## src/verilog/brgc_pkg.sv

```systemverilog
/*
  Package of the bus-reset and gap-count control block: field widths,
  values after reset and the count of back-to-back bus resets that forces
  the gap count to its maximum.
  Assumes nothing of its surroundings; it is imported by every module.
*/
package brgc_pkg;

  // ---------------------------------------------------------------------
  // Field layout
  // ---------------------------------------------------------------------
  localparam int unsigned GAP_W = 6;
  localparam int unsigned CNT_W = 2;

  // ---------------------------------------------------------------------
  // Values
  // ---------------------------------------------------------------------
  // Largest gap count, also used after repeated bus resets.
  localparam logic [GAP_W-1:0] GAP_MAX = 6'h3F;
  // Value after system reset of the gap-count field.
  localparam logic [GAP_W-1:0] GAP_RST = 6'h3F;
  // Value after system reset of the root-holdoff bit.
  localparam logic RHB_RST = 1'b0;
  // Bus resets in a row, with no load in between, that force GAP_MAX.
  localparam logic [CNT_W-1:0] RESETS_TO_MAX = 2'h2;
  // Value after system reset of the consecutive-reset counter.
  localparam logic [CNT_W-1:0] CNT_RST = 2'h0;

endpackage : brgc_pkg

```

## src/verilog/brgc_reset_counter.sv

```systemverilog
/*
  Counter of consecutive bus resets that saw no gap-count load between
  them. It tells the main block when the next bus reset must force the
  gap count to its maximum.
  Assumes load_i and bus_reset_i come from logic on core_clk_i.
*/
`timescale 1ns/100ps

module brgc_reset_counter
  import brgc_pkg::*;
(
  // Clock and reset
  input  wire logic core_clk_i,
  input  wire logic rst_i,
  // Events
  input  wire logic load_i,
  input  wire logic bus_reset_i,
  // Decision
  output logic      force_max_o
);

  logic [CNT_W-1:0] cnt_q;

  // ---------------------------------------------------------------------
  // Counting
  // ---------------------------------------------------------------------
  // clear and count
  // A load in the same cycle as a reset counts as coming first, so that
  // reset is the first of a new run; the counter saturates.
  always_ff @(posedge core_clk_i) begin
    if (rst_i) begin
      cnt_q <= CNT_RST;
    end else if (load_i) begin
      cnt_q <= bus_reset_i ? 2'h1 : CNT_RST;
    end else if (bus_reset_i && (cnt_q != RESETS_TO_MAX)) begin
      cnt_q <= cnt_q + 2'h1;
    end
  end

  assign force_max_o = bus_reset_i && !load_i && (cnt_q >= (RESETS_TO_MAX - 2'h1));

  property p_cnt_clear;
    @(posedge core_clk_i) disable iff (rst_i)
    (load_i && !bus_reset_i) |=> (cnt_q == CNT_RST);
  endproperty
  a_cnt_clear: assert property (p_cnt_clear)
    else $error("reset counter not cleared by a load");

endmodule // brgc_reset_counter

```

## src/verilog/brgc_top.sv

```systemverilog
/*
  Bus-reset and arbitration-gap control of a serial-bus physical layer.
  It turns the bus-reset trigger into a reset request and holds the root-holdoff
  bit and gap-count field of physical-layer register 1, loads them from register writes and from
  sent or received configuration packets, and forces the gap count to its
  maximum after repeated bus resets.
  Assumes every input is a one-cycle pulse or level from logic on
  core_clk_i, so no synchroniser is needed.
*/
`timescale 1ns/100ps

module brgc_top
  import brgc_pkg::*;
(
  // Clock and reset
  input  wire logic             core_clk_i,
  input  wire logic             rst_i,
  // Register 1 write from the link
  input  wire logic             reg1_wr_i,
  input  wire logic             reg1_start_bus_reset_bit_i,
  input  wire logic             reg1_root_holdoff_bit_i,
  input  wire logic [GAP_W-1:0] reg1_gap_count_i,
  // Configuration packet seen on the bus
  input  wire logic             cfg_pkt_rx_i,
  input  wire logic             cfg_pkt_tx_i,
  input  wire logic             cfg_pkt_root_holdoff_bit_i,
  input  wire logic [GAP_W-1:0] cfg_pkt_gap_count_i,
  // Bus reset occurrence from the arbitration logic
  input  wire logic             bus_reset_done_i,
  // Bus reset request
  output logic                  bus_reset_req_o,
  output logic                  bus_reset_pending_o,
  // Register 1 read image
  output logic                  root_holdoff_bit_o,
  output logic [GAP_W-1:0]      gap_count_o
);

  // ---------------------------------------------------------------------
  // Load decode
  // ---------------------------------------------------------------------
  logic             wr_load;
  logic             pkt_load;
  logic             any_load;
  logic             force_max;
  logic             rhb_d;
  logic [GAP_W-1:0] gap_d;

  // Any write to register 1 loads both fields; only the trigger bit
  // decides whether a reset starts. A write without the trigger would
  // leave peers inconsistent, which is the link's care, not ours.
  assign wr_load  = reg1_wr_i;
  assign pkt_load = cfg_pkt_rx_i || cfg_pkt_tx_i;
  assign any_load = wr_load || pkt_load;

  // ---------------------------------------------------------------------
  // Consecutive reset tracking
  // ---------------------------------------------------------------------
  brgc_reset_counter u_reset_counter (
    .core_clk_i  (core_clk_i),
    .rst_i       (rst_i),
    .load_i      (any_load),
    .bus_reset_i (bus_reset_done_i),
    .force_max_o (force_max)
  );

  // ---------------------------------------------------------------------
  // Field next values
  // ---------------------------------------------------------------------
  // A register write wins over a packet in the same cycle, as software
  // acts on purpose; a load always wins over a forced maximum.
  always_comb begin
    rhb_d = root_holdoff_bit_o;
    gap_d = gap_count_o;
    if (wr_load) begin
      rhb_d = reg1_root_holdoff_bit_i;
      gap_d = reg1_gap_count_i;
    end else if (pkt_load) begin
      rhb_d = cfg_pkt_root_holdoff_bit_i;
      gap_d = cfg_pkt_gap_count_i;
    end else if (force_max) begin
      gap_d = GAP_MAX;
    end
  end

  // ---------------------------------------------------------------------
  // Register 1 fields
  // ---------------------------------------------------------------------
  // write survives its reset
  // The reset that a write starts is the first of a new run, so the counter does not force
  // here and the written value stays, unless a bus reset falls in the write's own cycle.
  always_ff @(posedge core_clk_i) begin
    if (rst_i) begin
      root_holdoff_bit_o <= RHB_RST;
      gap_count_o        <= GAP_RST;
    end else begin
      root_holdoff_bit_o <= rhb_d;
      gap_count_o        <= gap_d;
    end
  end

  // ---------------------------------------------------------------------
  // Bus reset start
  // ---------------------------------------------------------------------
  // trigger bit starts reset
  always_ff @(posedge core_clk_i) begin
    if (rst_i) begin
      bus_reset_req_o <= 1'b0;
    end else begin
      bus_reset_req_o <= reg1_wr_i && reg1_start_bus_reset_bit_i;
    end
  end

  // Pending stays up until the arbitration logic reports the reset; a
  // new request in the same cycle as the report wins so none is lost.
  always_ff @(posedge core_clk_i) begin
    if (rst_i) begin
      bus_reset_pending_o <= 1'b0;
    end else if (bus_reset_req_o) begin
      bus_reset_pending_o <= 1'b1;
    end else if (bus_reset_done_i) begin
      bus_reset_pending_o <= 1'b0;
    end
  end

  // ---------------------------------------------------------------------
  // Assertions
  // ---------------------------------------------------------------------
  property p_req_after_write;
    @(posedge core_clk_i) disable iff (rst_i)
    (reg1_wr_i && reg1_start_bus_reset_bit_i) |=> bus_reset_req_o ##1 bus_reset_pending_o;
  endproperty
  a_req_after_write: assert property (p_req_after_write)
    else $error("trigger write did not start a bus reset");

  property p_req_cause;
    @(posedge core_clk_i) disable iff (rst_i)
    bus_reset_req_o |-> $past(reg1_wr_i && reg1_start_bus_reset_bit_i);
  endproperty
  a_req_cause: assert property (p_req_cause)
    else $error("bus reset request without a trigger write");

  property p_write_loads;
    @(posedge core_clk_i) disable iff (rst_i)
    reg1_wr_i |=> (gap_count_o == $past(reg1_gap_count_i))
                  && (root_holdoff_bit_o == $past(reg1_root_holdoff_bit_i));
  endproperty
  a_write_loads: assert property (p_write_loads)
    else $error("register write did not load the fields");

  property p_rx_loads;
    @(posedge core_clk_i) disable iff (rst_i)
    (cfg_pkt_rx_i && !reg1_wr_i) |=> (gap_count_o == $past(cfg_pkt_gap_count_i))
                                     && (root_holdoff_bit_o == $past(cfg_pkt_root_holdoff_bit_i));
  endproperty
  a_rx_loads: assert property (p_rx_loads)
    else $error("received packet did not load the fields");

  property p_tx_loads;
    @(posedge core_clk_i) disable iff (rst_i)
    (cfg_pkt_tx_i && !reg1_wr_i) |=> (gap_count_o == $past(cfg_pkt_gap_count_i))
                                     && (root_holdoff_bit_o == $past(cfg_pkt_root_holdoff_bit_i));
  endproperty
  a_tx_loads: assert property (p_tx_loads)
    else $error("sent packet did not load the fields");

  property p_two_resets_max;
    @(posedge core_clk_i) disable iff (rst_i)
    (bus_reset_done_i && !any_load) ##1 (bus_reset_done_i && !any_load)
      |=> (gap_count_o == GAP_MAX);
  endproperty
  a_two_resets_max: assert property (p_two_resets_max)
    else $error("gap count not forced after two bus resets");

  property p_write_kept;
    @(posedge core_clk_i) disable iff (rst_i)
    (reg1_wr_i && reg1_start_bus_reset_bit_i) ##1 (bus_reset_done_i && !any_load)
      |=> (gap_count_o == $past(reg1_gap_count_i, 2));
  endproperty
  a_write_kept: assert property (p_write_kept)
    else $error("bus reset lost the written gap count");

  property p_rhb_stable;
    @(posedge core_clk_i) disable iff (rst_i)
    !any_load |=> $stable(root_holdoff_bit_o);
  endproperty
  a_rhb_stable: assert property (p_rhb_stable)
    else $error("root-holdoff changed without a load");

  property p_single_reset_keeps;
    @(posedge core_clk_i) disable iff (rst_i)
    any_load ##1 (bus_reset_done_i && !any_load) |=> $stable(gap_count_o);
  endproperty
  a_single_reset_keeps: assert property (p_single_reset_keeps)
    else $error("first reset after a load changed the gap count");

  // Pending falls once the reset is seen, unless a new request arrives.
  property p_pend_clear;
    @(posedge core_clk_i) disable iff (rst_i)
    (bus_reset_done_i && !bus_reset_req_o) |=> !bus_reset_pending_o;
  endproperty
  a_pend_clear: assert property (p_pend_clear)
    else $error("pending not cleared by the bus reset");

  c_write_reset: cover property (@(posedge core_clk_i) disable iff (rst_i)
    (reg1_wr_i && reg1_start_bus_reset_bit_i) ##2 bus_reset_done_i);
  c_tx_then_reset: cover property (@(posedge core_clk_i) disable iff (rst_i)
    cfg_pkt_tx_i ##1 bus_reset_done_i);
  c_force_max: cover property (@(posedge core_clk_i) disable iff (rst_i)
    force_max);
  c_write_beats_pkt: cover property (@(posedge core_clk_i) disable iff (rst_i)
    reg1_wr_i && (cfg_pkt_rx_i || cfg_pkt_tx_i));

endmodule // brgc_top

```

## config.mk

```make
export PLATFORM = sky130hd
export DESIGN_NAME = brgc_top
export DESIGN_NICKNAME = d
export VERILOG_FILES = /design/src/verilog/brgc_pkg.sv /design/src/verilog/brgc_reset_counter.sv /design/src/verilog/brgc_top.sv
export SDC_FILE = /design/constraint.sdc
export NUM_CORES = 1
export LEC_CHECK = 0
export ABC_AREA = 1
export ABC_CLOCK_PERIOD_IN_PS = 1200
export BUFFER_PORTS_ARGS = -buffer_cell sky130_fd_sc_hd__buf_4
export CAP_MARGIN = 20
export CORE_AREA = 3 3 41 43
export CTS_BUF_LIST = sky130_fd_sc_hd__clkbuf_2 sky130_fd_sc_hd__clkbuf_4 sky130_fd_sc_hd__clkbuf_8
export DETAILED_ROUTE_END_ITERATION = 10
export DIE_AREA = 0 0 44 46
export HOLD_SLACK_MARGIN = 0.12
export PLACE_DENSITY = 0.73
export SETUP_SLACK_MARGIN = 0.4
export SLEW_MARGIN = 25
export SYNTH_ARGS = -nofsm -noshare
export SYNTH_HDL_FRONTEND = slang
export SYNTH_SLANG_ARGS = --single-unit
```

## constraint.sdc

```tcl
create_clock -name core_clk_i -period 1.2 [get_ports core_clk_i]
set_input_delay 0.12 -clock core_clk_i [delete_from_list [all_inputs] [get_ports core_clk_i]]
set_output_delay 0.12 -clock core_clk_i [all_outputs]
set_load 0.01 [all_outputs]
```

; ---- After elaboration in Yosys (flattened, before gate mapping)
; Index checks and enable logic that the tools add are counted.
; Widths: inputs -> output; s select.
[totals]
register_bits = 11
inputBits = 21
wordCells = 29
[op_classes]
n_mux = 10
n_reduce_logical = 11
n_lt_le_gt_ge = 1
n_eq_ne = 1
n_addsub = 1
[op_table]
columns = op, count
row1 = $mux 6, 3
row2 = $reduce_bool 2->1, 3
row3 = $mux 1, 5
row4 = $logic_and 1x1->1, 4
row5 = $mux 2, 2
row6 = $reduce_bool 3->1, 1
row7 = $add 2x1->2 const B, 1
row8 = $ge 2x1->1 const B, 1
row9 = $logic_or 1x1->1, 2
row10 = $ne 2x2->1 const B, 1
row11 = $logic_not 1->1, 1

; ---- Logic depth before layout (Yosys ltp)
; Gate-level depths: netlist of the first run.
[logic_depth]
depth_word = 8
mapped_depth = 8
depth_no_buf = 8

; ---- By module
; Synthesis of the first run repeated with hierarchy kept, for this count alone.
[hier_totals]
hier_cells = 90
area_unflattened_um2 = 665.6
[by_module_without_submodules]
columns = mod, seq_area_each_um2, area_each_um2, cells_per_inst, instances
row1 = brgc_top, 180.2, 518.0, 67, 1
row2 = brgc_reset_counter, 40.0, 147.6, 23, 1

; ---- Least setup slack after synthesis of the first run
; Ideal clock, no wire load.
[synth_path]
path_type = flip-flop to flip-flop
startpoint = register u_reset_counter.cnt_q[0]
endpoint = register gap_count_o[0]
setup_ns = 0.059
n_path_buf = 1
stages_incl_launch_ff = 8
t_arrival_ns = 1.034
slack_ns = 0.107
path_cell_list = dfxtp_1 -> inv_1 -> ha_1 -> or2_0 -> buf_2 -> nand3b_1 -> nand2_1 -> nand2_1
[synth_between]
elab_chain_cells = 3
[synth_rtl]
columns = item, line
row1 = "start, declared", brgc_reset_counter.sv:22  ; logic [CNT_W-1:0] cnt_q;
row2 = "start signal, assigned", brgc_reset_counter.sv:34  ; cnt_q <= bus_reset_i ? 2'h1 : CNT_RST;
row3 = "start signal, assigned", brgc_reset_counter.sv:36  ; cnt_q <= cnt_q + 2'h1;
row4 = $ge 2x1->1, brgc_reset_counter.sv:40  ; assign force_max_o = bus_reset_i && !load_i && (cnt_q >= (RESETS_TO_MAX - 2'h1));
row5 = $logic_and 1x1->1, brgc_reset_counter.sv:40
row6 = $reduce_bool 3->1 (no line), n/a
row7 = "end signal, assigned", brgc_top.sv:97  ; gap_count_o <= gap_d;
row8 = "end, declared", brgc_top.sv:35  ; output logic [GAP_W-1:0] gap_count_o
; Every way passes these cells.
; A chain may end at the register's enable or synchronous reset.

; ---- Worst setup path after layout of the first run
[layout_path]
startpoint = register u_reset_counter.cnt_q[1]
endpoint = register gap_count_o[2]
; The elaborated chain is that of the path after synthesis.

==> flow_metrics.py, run 1 <==
metrics = {
    "status": {
        "status": "complete, no violations",
    },
    "yosys": {
        "synth_top_area_cell": "dfxtp_1",
        "synth_area_leaders": "dfxtp_1 37%, nand2_1 20%, inv_1 8.2%",
        "synthSimpleGateAreaFrac_pct": 37.8,
        "synthCells": 91,
        "synth_top_family_by_area": "simple AND/OR/NAND/NOR gates",
        "synth_compound_area_share_pct": 8.44,
        "yosysWarnings": 0,
        "synth_area_per_cell_um2": 6.52,
        "synth.net_count": 114,
        "synth_fa_ha_area_share_pct": 4.22,
        "synthDistinctLibCells": 16,
        "synth_area_um2": 593,
        "synth_xor_xnor_area_share_pct": 0,
        "muxShareOfSynthArea_pct": 0,
        "synth.yosys.seq_area_share_pct": 37.1,
        "synth-seq-cells": 11,
        "synth.top_cell.area_share_pct": 37.1,
    },
    "clock_tree": {
        "cts_root_buf": "clkbuf_4",
        "cts_tree": "yes",
        "cts_made_buffers": 3,
        "post_cts_buffers": 0,
        "cts_buffer_depth": 2,
        "cts.sinks": 11,
        "path_clk_slew_ns": 0.07,
        "clk_latency_ns": 0.26,
        "cts_max_level": 1,
    },
    "drt": {
        "viasPerCell": 4.76,
        "drt_wl_total_um": 1490,
        "route.met2.wl_um": 723,
        "wl_per_cell_um": 10.8,
        "top_layer_used": "met4",
        "drt-initial-drc-count": 11,
        "wl_met1_um": 597,
        "drc": 0,
        "ant_nets": 0,
        "met3_wirelength_um": 134,
        "dr_total_vias": 657,
        "dr.pass1.iters": 4,
    },
    "timing": {
        "grt_setup_unrepaired": "true",
        "tns_ns": 0,
        "fin_crit_ns": 1.04,
        "worst_pin_slew_ns": 0.289,
        "drv_slew": 0,
        "skew_ns": 0.000296,
        "setup_viol_count_final": 0,
        "max_freq_mhz": 959,
        "hold_viol": 0,
        "slew_headroom_pct": 80.7,
        "finalCritPeriodShare_pct": 86.9,
    },
    "placed_design": {
        "placed_area_um2": 813,
        "gp_congestion": 0.685,
        "hpwlAfterDp_um": 1090,
        "io_buffers": 29,
    },
    "power_and_ir_drop": {
        "p_sw_share_pct": 25.5,
        "p_per_area_nw_per_um2": 969,
        "pwr-share-comb_pct": 23.1,
        "clkPwrFrac_pct": 31.0,
        "internal_power_mw": 0.657,
        "vdd_drop_max_mv": 0.795,
        "switchingPower_mw": 0.225,
        "seqPwrFrac_pct": 45.9,
        "p_leak_nw": 0.478,
    },
    "grt": {
        "grt_max_degree": 18,
        "grt_pass1_vias": 603,
        "grt_pass1_wl_um": 2410,
        "grt_overflow": 0,
        "antenna_found_initial": 0,
        "grt_usage_pct": 16.1,
    },
    "setup_path": {
        "cp_max_fo": 6,
        "arrival_ns": 1.25,
        "cp.required_ns": 1.41,
        "crit_type": "flop to flop",
        "slowest_delay_ns": 0.34,
        "critPathMostFrequentCell": "nand2_1",
        "crit_path_start_kind": "flop",
        "path_cells": "inv_2 > ha_2 > or2_4 > nand3b_1 > nand2_1 > nand2_1",
        "endpoint_kind": "flop",
        "cp_slowest_cell": "dfxtp_2",
    },
    "die": {
        "coreArea_um2": 1330,
        "die_x_um": 44,
        "io_pins": 30,
        "start_util_pct": 44.5,
        "die_h_um": 46,
        "fp-row-count": 13,
        "floorplan.die_area_um2": 2020,
    },
    "cells_and_area": {
        "layout-drive-gt1-share_pct": 43.1,
        "antennaDiodeCount": 0,
        "final_core_util_pct": 68.3,
        "area_growth_syn_to_layout_pct": 53.6,
        "final_nets": 147,
        "postLayoutCellArea_um2": 911,
    },
    "job": {
        "drv_cap": 0,
    },
    "hold_path": {
        "min_path_type": "input pin to flop",
    },
}
==> synth_stat cells, drive strengths merged <==
library cell	instances
buf	3
dfxtp	11
nor3	1
nand3b	6
nand2	33
a21oi	1
o21ai	9
inv	14
nor2	9
or2	1
ha	2
nand3	1
==> layout make-up <==
| type | instances | area (um2) |
|---|---|---|
| timing repair buffer | 31 | 268 |
| tap | 15 | 18.8 |
| inverter | 14 | 52.6 |
| clock buffer | 4 | 30.0 |
| multi-input combinational | 63 | 309 |
| fill | 112 | 423 |
| sequential | 11 | 233 |
==> repair_timing <==
| item | in CTS | in global routing |
|---|---|---|
| gates resized for setup | 21 | 0 |
| hold buffers | 2 | 0 |
| setup endpoints to repair | 17 | 17 |
| endpoints found under the hold margin | 4 | 0 |
| pin swaps | 1 | 0 |
==> per-stage QoR <==
stage	setup slack, ns	std cells	hold WS (ns)	total power [mW]
final	0.157	138	0.152	0.883
after global routing	0.0986	138	0.151	0.932
after CTS	0.158	138	0.145	0.893
after detailed placement	0.0496	132	0.321	0.593
after global placement	0.0989	132	0.315	0.589
after floorplan	0.166	91	0.185	0.501
==> cell usage in the layout (no fill, tap or decap), drive strengths merged <==
cell         instances
clkbuf               4
nand3                1
dfxtp               11
inv                 14
o21ai                9
or2                  1
buf                 29
nand3b               6
dlygate4sd3          2
nor3                 1
a21oi                1
nor2                 9
nand2               33
ha                   2
==> power groups by stage <==
stage | logic, mW | registers [mW] | clock network (mW)
floorplan | 0.0854 | 0.415 | 0
global placement | 0.181 | 0.408 | 0
detailed placement | 0.185 | 0.407 | 0
CTS | 0.205 | 0.405 | 0.282
global route | 0.226 | 0.408 | 0.299
finish | 0.204 | 0.405 | 0.273
==> state kept, by name, summed over array words and instances (netlist names) <==
signal                 flops
bus_reset_pending_o        1
bus_reset_req_o            1
u_reset_counter.cnt_q      2
root_holdoff_bit_o         1
gap_count_o                6
==> worst max-delay path: cells and delay by family (launching register included) <==
kind                       cells  cell delay, ns
and+or+nand+nor                4            0.45
DFF                            1            0.34
adders and majority gates      1            0.16
buffers and inverters          1            0.04
==> kinds of logic after synthesis <==
kind of cell / after synthesis
AOI/OAI and AO/OA: 10
DFF: 11
buffers and inverters: 17
adders and majority gates: 2
and+or+nand+nor: 51
==> metal layers <==
| layer | vias up | track usage [%] |
|---|---|---|
| li1 | 340 | - |
| met1 | 284 | 17.3 |
| met2 | 27 | 30.2 |
| met3 | 6 | 3.95 |
| met4 | 0 | 5.42 |
| met5 | - | 0 |
==> path summary, 6_finish.rpt <==
| check | from | to | slack, ns | depth (start not counted) |
|---|---|---|---|---|
| max | u_reset_counter.cnt_q[1] | gap_count_o[2] | 0.16 | 6 |
| min | rst_i | gap_count_o[0] | 0.15 | 3 |
| max reg2reg | u_reset_counter.cnt_q[1] | gap_count_o[2] | 0.16 | 6 |
| min reg2reg | bus_reset_req_o | bus_reset_pending_o | 0.52 | 2 |
Power figures use the tool's default switching activity.
==> inputs of run 2 (changes only) <==
Settings changed: CORE_AREA 3 3 41 43 to 3 3 42 44, DIE_AREA 0 0 44 46 to 0 0 45 47, PLACE_DENSITY 0.73 to 0.75, SYNTH_HIERARCHICAL from default to 1.
==> run 2 against run 1 <==
Net effect:
- final area up 22%
- setup slack lost 0.067 ns
- largest power group unchanged
- clock skew barely moved
- combinational power up 34%
- sequential cell count is the same
- utilization rose by 7.0 points
- fmax fell by 6.0%
- highest routed layer unchanged
- wire length grew 25%
- critical path type unchanged
- non-clock buffer count grew 8
- global-route usage grew 1.6 points
==> flow_metrics.py, run 2 <==
metrics = {
    "status": {
        "status": "complete, no violations",
    },
    "setup_path": {
        "endpoint_kind": "flop",
        "crit_path_start_kind": "flop",
        "crit_type": "flop to flop",
        "cp_max_fo": 7,
        "arrival_ns": 1.25,
        "cp.required_ns": 1.34,
    },
    "placed_design": {
        "io_buffers": 29,
        "gp_congestion": 0.774,
        "hpwlAfterDp_um": 1310,
        "pre_cts_ws_ns": 0.0531,
    },
    "clock_tree": {
        "cts_made_buffers": 3,
        "cts_max_level": 1,
        "cts_buffer_depth": 2,
        "cts.sinks": 11,
        "cts_root_buf": "clkbuf_4",
        "cts_tree": "yes",
        "clk_latency_ns": 0.26,
        "path_clk_slew_ns": 0.07,
    },
    "die": {
        "die_x_um": 45,
        "fp-row-count": 14,
        "start_util_pct": 45.2,
        "floorplan.die_area_um2": 2120,
        "coreArea_um2": 1470,
        "die_h_um": 47,
        "io_pins": 30,
    },
    "yosys": {
        "yosysMostFrequentCell": "nand3_1",
        "synthTopCellsByCount": "15 x nand3_1, 14 x nand2_1, 11 x dfxtp_1, 11 x inv_1, 10 x nor2_1",
        "synth_edf_count": 0,
        "synthCells": 90,
        "synthDistinctLibCells": 20,
        "synthArstFlopShare_pct": 0,
        "synth_area_leaders": "dfxtp_1 33%, nand3_1 11%, nand2_1 7.9%",
        "synth-seq-cells": 11,
        "synth.top_cell.area_share_pct": 33.1,
        "synth.yosys.seq_area_share_pct": 33.1,
        "synth_top_area_cell": "dfxtp_1",
        "yosys_most_used_dff": "dfxtp_1",
        "yosysWarnings": 6,
        "synth_area_per_cell_um2": 7.40,
        "synth.net_count": 113,
        "synth_area_um2": 666,
    },
    "grt": {
        "met2_usage_pct": 34.2,
        "grt_pass1_wl_um": 2750,
        "grt.busiest_layer": "met2",
        "grt_usage_pct": 17.7,
        "grt_max_degree": 17,
        "grt_pass1_vias": 680,
        "met3_usage_pct": 1.53,
        "antenna_found_initial": 0,
        "use_met1_pct": 20.0,
        "grt_overflow": 0,
    },
    "power_and_ir_drop": {
        "vdd_drop_max_mv": 0.403,
        "p_leak_nw": 0.523,
        "internal_power_mw": 0.692,
        "switchingPower_mw": 0.262,
        "pwr-share-comb_pct": 28.8,
        "clkPwrFrac_pct": 28.5,
        "seqPwrFrac_pct": 42.8,
        "p_per_area_nw_per_um2": 860,
        "p_sw_share_pct": 27.4,
    },
    "timing": {
        "finalCritPeriodShare_pct": 92.5,
        "hold_viol": 0,
        "slew_headroom_pct": 80.5,
        "skew_ns": 0.000355,
        "grt_setup_unrepaired": "true",
        "setup_ws_ns": 0.0900,
        "tns_ns": 0,
        "setup_viol_count_final": 0,
        "drv_slew": 0,
        "max_freq_mhz": 901,
        "fin_crit_ns": 1.11,
        "worst_pin_slew_ns": 0.293,
    },
    "drt": {
        "drt-initial-drc-count": 15,
        "ant_nets": 0,
        "dr.pass1.iters": 4,
        "dr_total_vias": 723,
        "drt_wl_total_um": 1870,
        "drc": 0,
        "viasPerCell": 4.92,
        "wl_per_cell_um": 12.7,
    },
    "cells_and_area": {
        "multi_input_area_um2": 435,
        "largest_reg_flops": 6,
        "fillers": 117,
        "layout-drive-gt1-share_pct": 58.0,
        "final_common_cell": "buf_4",
        "antennaDiodeCount": 0,
        "final_core_util_pct": 75.3,
        "final_cell_mix": "28 x buf_4, 13 x nand2_1, 11 x nand3_1, 10 x dfxtp_2",
        "area_growth_syn_to_layout_pct": 66.5,
        "regArea_um2": 236,
        "final_nets": 155,
        "reg.largest.list": "gap_count_o x6, u_reset_counter/cnt_q x2",
        "top_register": "gap_count_o",
    },
    "hold_path": {
        "min_path_type": "input pin to flop",
    },
    "job": {
        "drv_cap": 0,
    },
}
[run 2: cell count changes after synthesis, moves of 5 or more]
cell,previous run,this run
nand2_1,32,14
nand3_1,1,15
nand3b_1,6,0
nand4_1,0,6
o21ai_0,9,1
or2_1,0,5
[run 2: layer usage]
| metal | vias to the layer above | part of all wire [%] |
|---|---|---|
| met5 | - | 0 |
| met4 | 0 | 1.1 |
| li1 | 378 | - |
| met3 | 2 | 4.8 |
| met1 | 318 | 38 |
| met2 | 25 | 56 |
[run 2: layout make-up]
type	instances	area share (%)
repair buffers	39	30.1
well taps	16	1.81
flip-flops and latches	11	21.3
clock buffers	4	2.71
inverters	12	4.74
multi-input cells	65	39.3
[run 2: critical path, stage by stage (launching register included)]
cell,delay [ns]
dfxtp_2,0.33
inv_2,0.08
ha_4,0.15
nor3_4,0.04
inv_2,0.12
nand3_4,0.12
nand3_1,0.10
nand3_1,0.06
[run 2: logic make-up after synthesis]
group | after synthesis | share of synthesized area [%]
and+or+nand+nor | 58 | 45.7
buffers and inverters | 14 | 12.6
DFF | 11 | 33.1
AOI/OAI and AO/OA | 5 | 4.89
adders and majority gates | 2 | 3.76
[run 2: path summary, 6_finish.rpt]
check                            from             endpoint  slack (ns)  cells past startpoint
max          u_reset_counter/cnt_q[0]       gap_count_o[0]        0.09                      7
min                         reg1_wr_i      bus_reset_req_o        0.15                      3
max reg2reg  u_reset_counter/cnt_q[0]       gap_count_o[0]        0.09                      7
min reg2reg           bus_reset_req_o  bus_reset_pending_o        0.48                      2
[run 2: repair_timing]
action                     4_1_cts  5_1_grt
setup endpoints to repair       17       20
pin swaps                        3        1
hold buffers                     2        0
hold endpoints to repair         5        0
setup buffers                    5        2
gates resized for setup         21        7
[run 2: power by group through the flow]
stage	combinational, mW	sequential [mW]	clock, mW
floorplan	0.120	0.418	0
global placement	0.219	0.411	0
detailed placement	0.225	0.412	0
CTS	0.262	0.406	0.277
global route	0.298	0.410	0.300
finish	0.274	0.408	0.271
[run 2: per-stage QoR]
step | power, mW | std cells | hold WS, ns | cell area [um2]
after global placement | 0.630 | 134 | 0.323 | 932
after detailed placement | 0.637 | 134 | 0.325 | 932
final | 0.954 | 147 | 0.149 | 1110
after global routing | 1.01 | 147 | 0.168 | 1110
after CTS | 0.944 | 145 | 0.142 | 1070
after floorplan | 0.539 | 90 | 0.175 | 727
==> inputs of run 3 (changes only) <==
Settings changed: PLACE_DENSITY 0.75 to 0.82.
==> run 3 against run 2 <==
Net effect:
- final area is 0.45% lower
- via count is 6.5% higher
- sequential cell count stayed put
- fmax is 1.8% lower
- wire length is 1.6% lower
- sequential power hardly changed
- sequential share of layout area is 0.097 points higher
- critical endpoint is now u_reset_counter/cnt_q[0]
- combinational power is 1% lower
- clock power hardly changed
- register-to-register slack worse by 0.02 ns
- clock skew hardly changed
==> flow_metrics.py, run 3 (synthesis results as in run 2) <==
metrics = {
    "status": {
        "status": "complete, no violations",
    },
    "timing": {
        "drv_slew": 0,
        "hold_ws_ns": 0.150,
        "skew_ns": 0.000285,
        "max_freq_mhz": 885,
        "setup_viol_count_final": 0,
        "worst_pin_slew_ns": 0.266,
        "tns_ns": 0,
        "fin_crit_ns": 1.13,
        "finalCritPeriodShare_pct": 94.2,
        "hold_viol": 0,
        "grt_setup_unrepaired": "true",
        "slew_headroom_pct": 82.3,
    },
    "job": {
        "drv_cap": 0,
    },
    "cells_and_area": {
        "reg.largest.list": "gap_count_o x6, u_reset_counter/cnt_q x2",
        "fillers": 112,
        "multi_input_area_um2": 435,
        "layout-drive-gt1-share_pct": 55.4,
        "area_growth_syn_to_layout_pct": 65.8,
        "regArea_um2": 236,
        "final_nets": 154,
        "top_register": "gap_count_o",
        "final_cell_mix": "27 x buf_4, 14 x nand2_1, 10 x nor2_1, 10 x nand3_1, 10 x dfxtp_2",
        "largest_reg_flops": 6,
        "final_common_cell": "buf_4",
        "antennaDiodeCount": 0,
    },
    "grt": {
        "grt_usage_pct": 18.5,
        "grt_pass1_wl_um": 2870,
        "antenna_found_initial": 0,
        "grt_overflow": 0,
        "grt_max_degree": 17,
        "grt_pass1_vias": 716,
    },
    "clock_tree": {
        "cts_tree": "yes",
        "clk_latency_ns": 0.26,
        "cts_max_level": 1,
        "cts_root_buf": "clkbuf_4",
        "cts_buffer_depth": 2,
        "cts.sinks": 11,
        "cts_made_buffers": 3,
        "path_clk_slew_ns": 0.07,
    },
    "hold_path": {
        "min_path_type": "input pin to flop",
        "min_to": "bus_reset_req_o",
        "hold_start": "reg1_wr_i",
        "whs_path_depth": 3,
    },
    "drt": {
        "wl_per_cell_um": 12.6,
        "drt-initial-drc-count": 21,
        "ant_nets": 0,
        "drc": 0,
        "viasPerCell": 5.27,
        "dr.pass1.iters": 4,
        "drt_wl_total_um": 1840,
        "dr_total_vias": 770,
    },
    "die": {
        "fp-row-count": 14,
        "die_x_um": 45,
        "coreArea_um2": 1470,
        "io_pins": 30,
        "floorplan.die_area_um2": 2120,
        "start_util_pct": 45.2,
        "die_h_um": 47,
    },
    "placed_design": {
        "io_buffers": 29,
        "hpwlAfterDp_um": 1270,
        "gp_congestion": 0.835,
    },
    "power_and_ir_drop": {
        "p_leak_nw": 0.521,
        "p_per_area_nw_per_um2": 860,
        "vdd_drop_max_mv": 0.422,
        "total_power_mw": 0.949,
    },
    "setup_path": {
        "cp_slowest_cell": "dfxtp_2",
        "reg2reg_depth": 8,
        "endpoint_kind": "flop",
        "critPathMostFrequentCell": "nand2_1",
        "arrival_ns": 1.33,
        "cp_max_fo": 3,
        "slowest_delay_ns": 0.34,
        "crit_type": "flop to flop",
        "cp.required_ns": 1.40,
        "regToRegSetupSlack_ns": 0.07,
        "crit_path_start_kind": "flop",
        "cp_num_buf_inv": 3,
        "path_cells": "inv_2 > buf_4 > ha_4 > inv_1 > nand2_1 > nand2_1 > nand2_1 > a21oi_2",
        "crit_family": "flip-flops",
        "r2r_end": "u_reset_counter/cnt_q[0]",
        "r2r-start": "u_reset_counter/cnt_q[0]",
    },
}
run 3: what timing repair did:
action | CTS | global route
pin swaps | 5 | 3
setup endpoints to repair | 17 | 20
endpoints found under the hold margin | 5 | 0
setup buffers | 6 | 0
gates resized for setup | 17 | 9
hold buffers | 2 | 0
run 3: worst max path at each step:
stage / cells after the start / slack [ns] / to / start
2_1_floorplan: 9 / 0.17 / gap_count_o[0] / reg1_wr_i
3_5_place_dp: 7 / 0.06 / gap_count_o[3] / u_reset_counter/cnt_q[0]
3_3_place_gp: 7 / 0.1 / gap_count_o[3] / u_reset_counter/cnt_q[0]
6_report: 8 / 0.07 / u_reset_counter/cnt_q[0] / u_reset_counter/cnt_q[0]
4_1_cts: 7 / 0.1 / gap_count_o[5] / u_reset_counter/cnt_q[0]
5_1_grt: 7 / 0.01 / gap_count_o[3] / u_reset_counter/cnt_q[1]
run 3: per-stage QoR:
step                      instance area, um2  utilization, %  instances  worst slack [ns]
after global routing                    1100            75.0        146            0.0113
final                                   1100            75.0        146            0.0700
after floorplan                          727               -         90             0.172
after global placement                   932            63.4        134            0.0958
after detailed placement                 932            63.4        134            0.0607
after CTS                               1070            73.0        146            0.0996
run 3: power breakdown:
part           leakage (nW)  switching (mW)  internal (mW)
Combinational         0.411           0.124          0.146
Sequential           0.0915          0.0166          0.391
Clock                0.0184           0.120          0.151
Total                 0.521           0.261          0.688
run 3: layout make-up:
class | count | share of cell area (%)
Multi-Input combinational cell | 65 | 39.5
Timing Repair Buffer | 38 | 29.6
Sequential cell | 11 | 21.4
Inverter | 12 | 4.99
Clock buffer | 4 | 2.72
Tap cell | 16 | 1.81
run 3: routing by layer:
metal | vias to the layer above | routed length [um] | GRT usage (%)
li1 | 373 | - | -
met4 | 0 | 14 | 8.77
met3 | 2 | 121 | 3.07
met2 | 38 | 971 | 32.8
met5 | - | 0 | 0
met1 | 357 | 729 | 21.7
run 3: worst register-to-register path, stage by stage, from the launching register on:
cell and delay [ns]:
dfxtp_2 0.34, inv_2 0.05, buf_4 0.13, ha_4 0.15, inv_1 0.05, nand2_1 0.09
nand2_1 0.07, nand2_1 0.07, a21oi_2 0.12
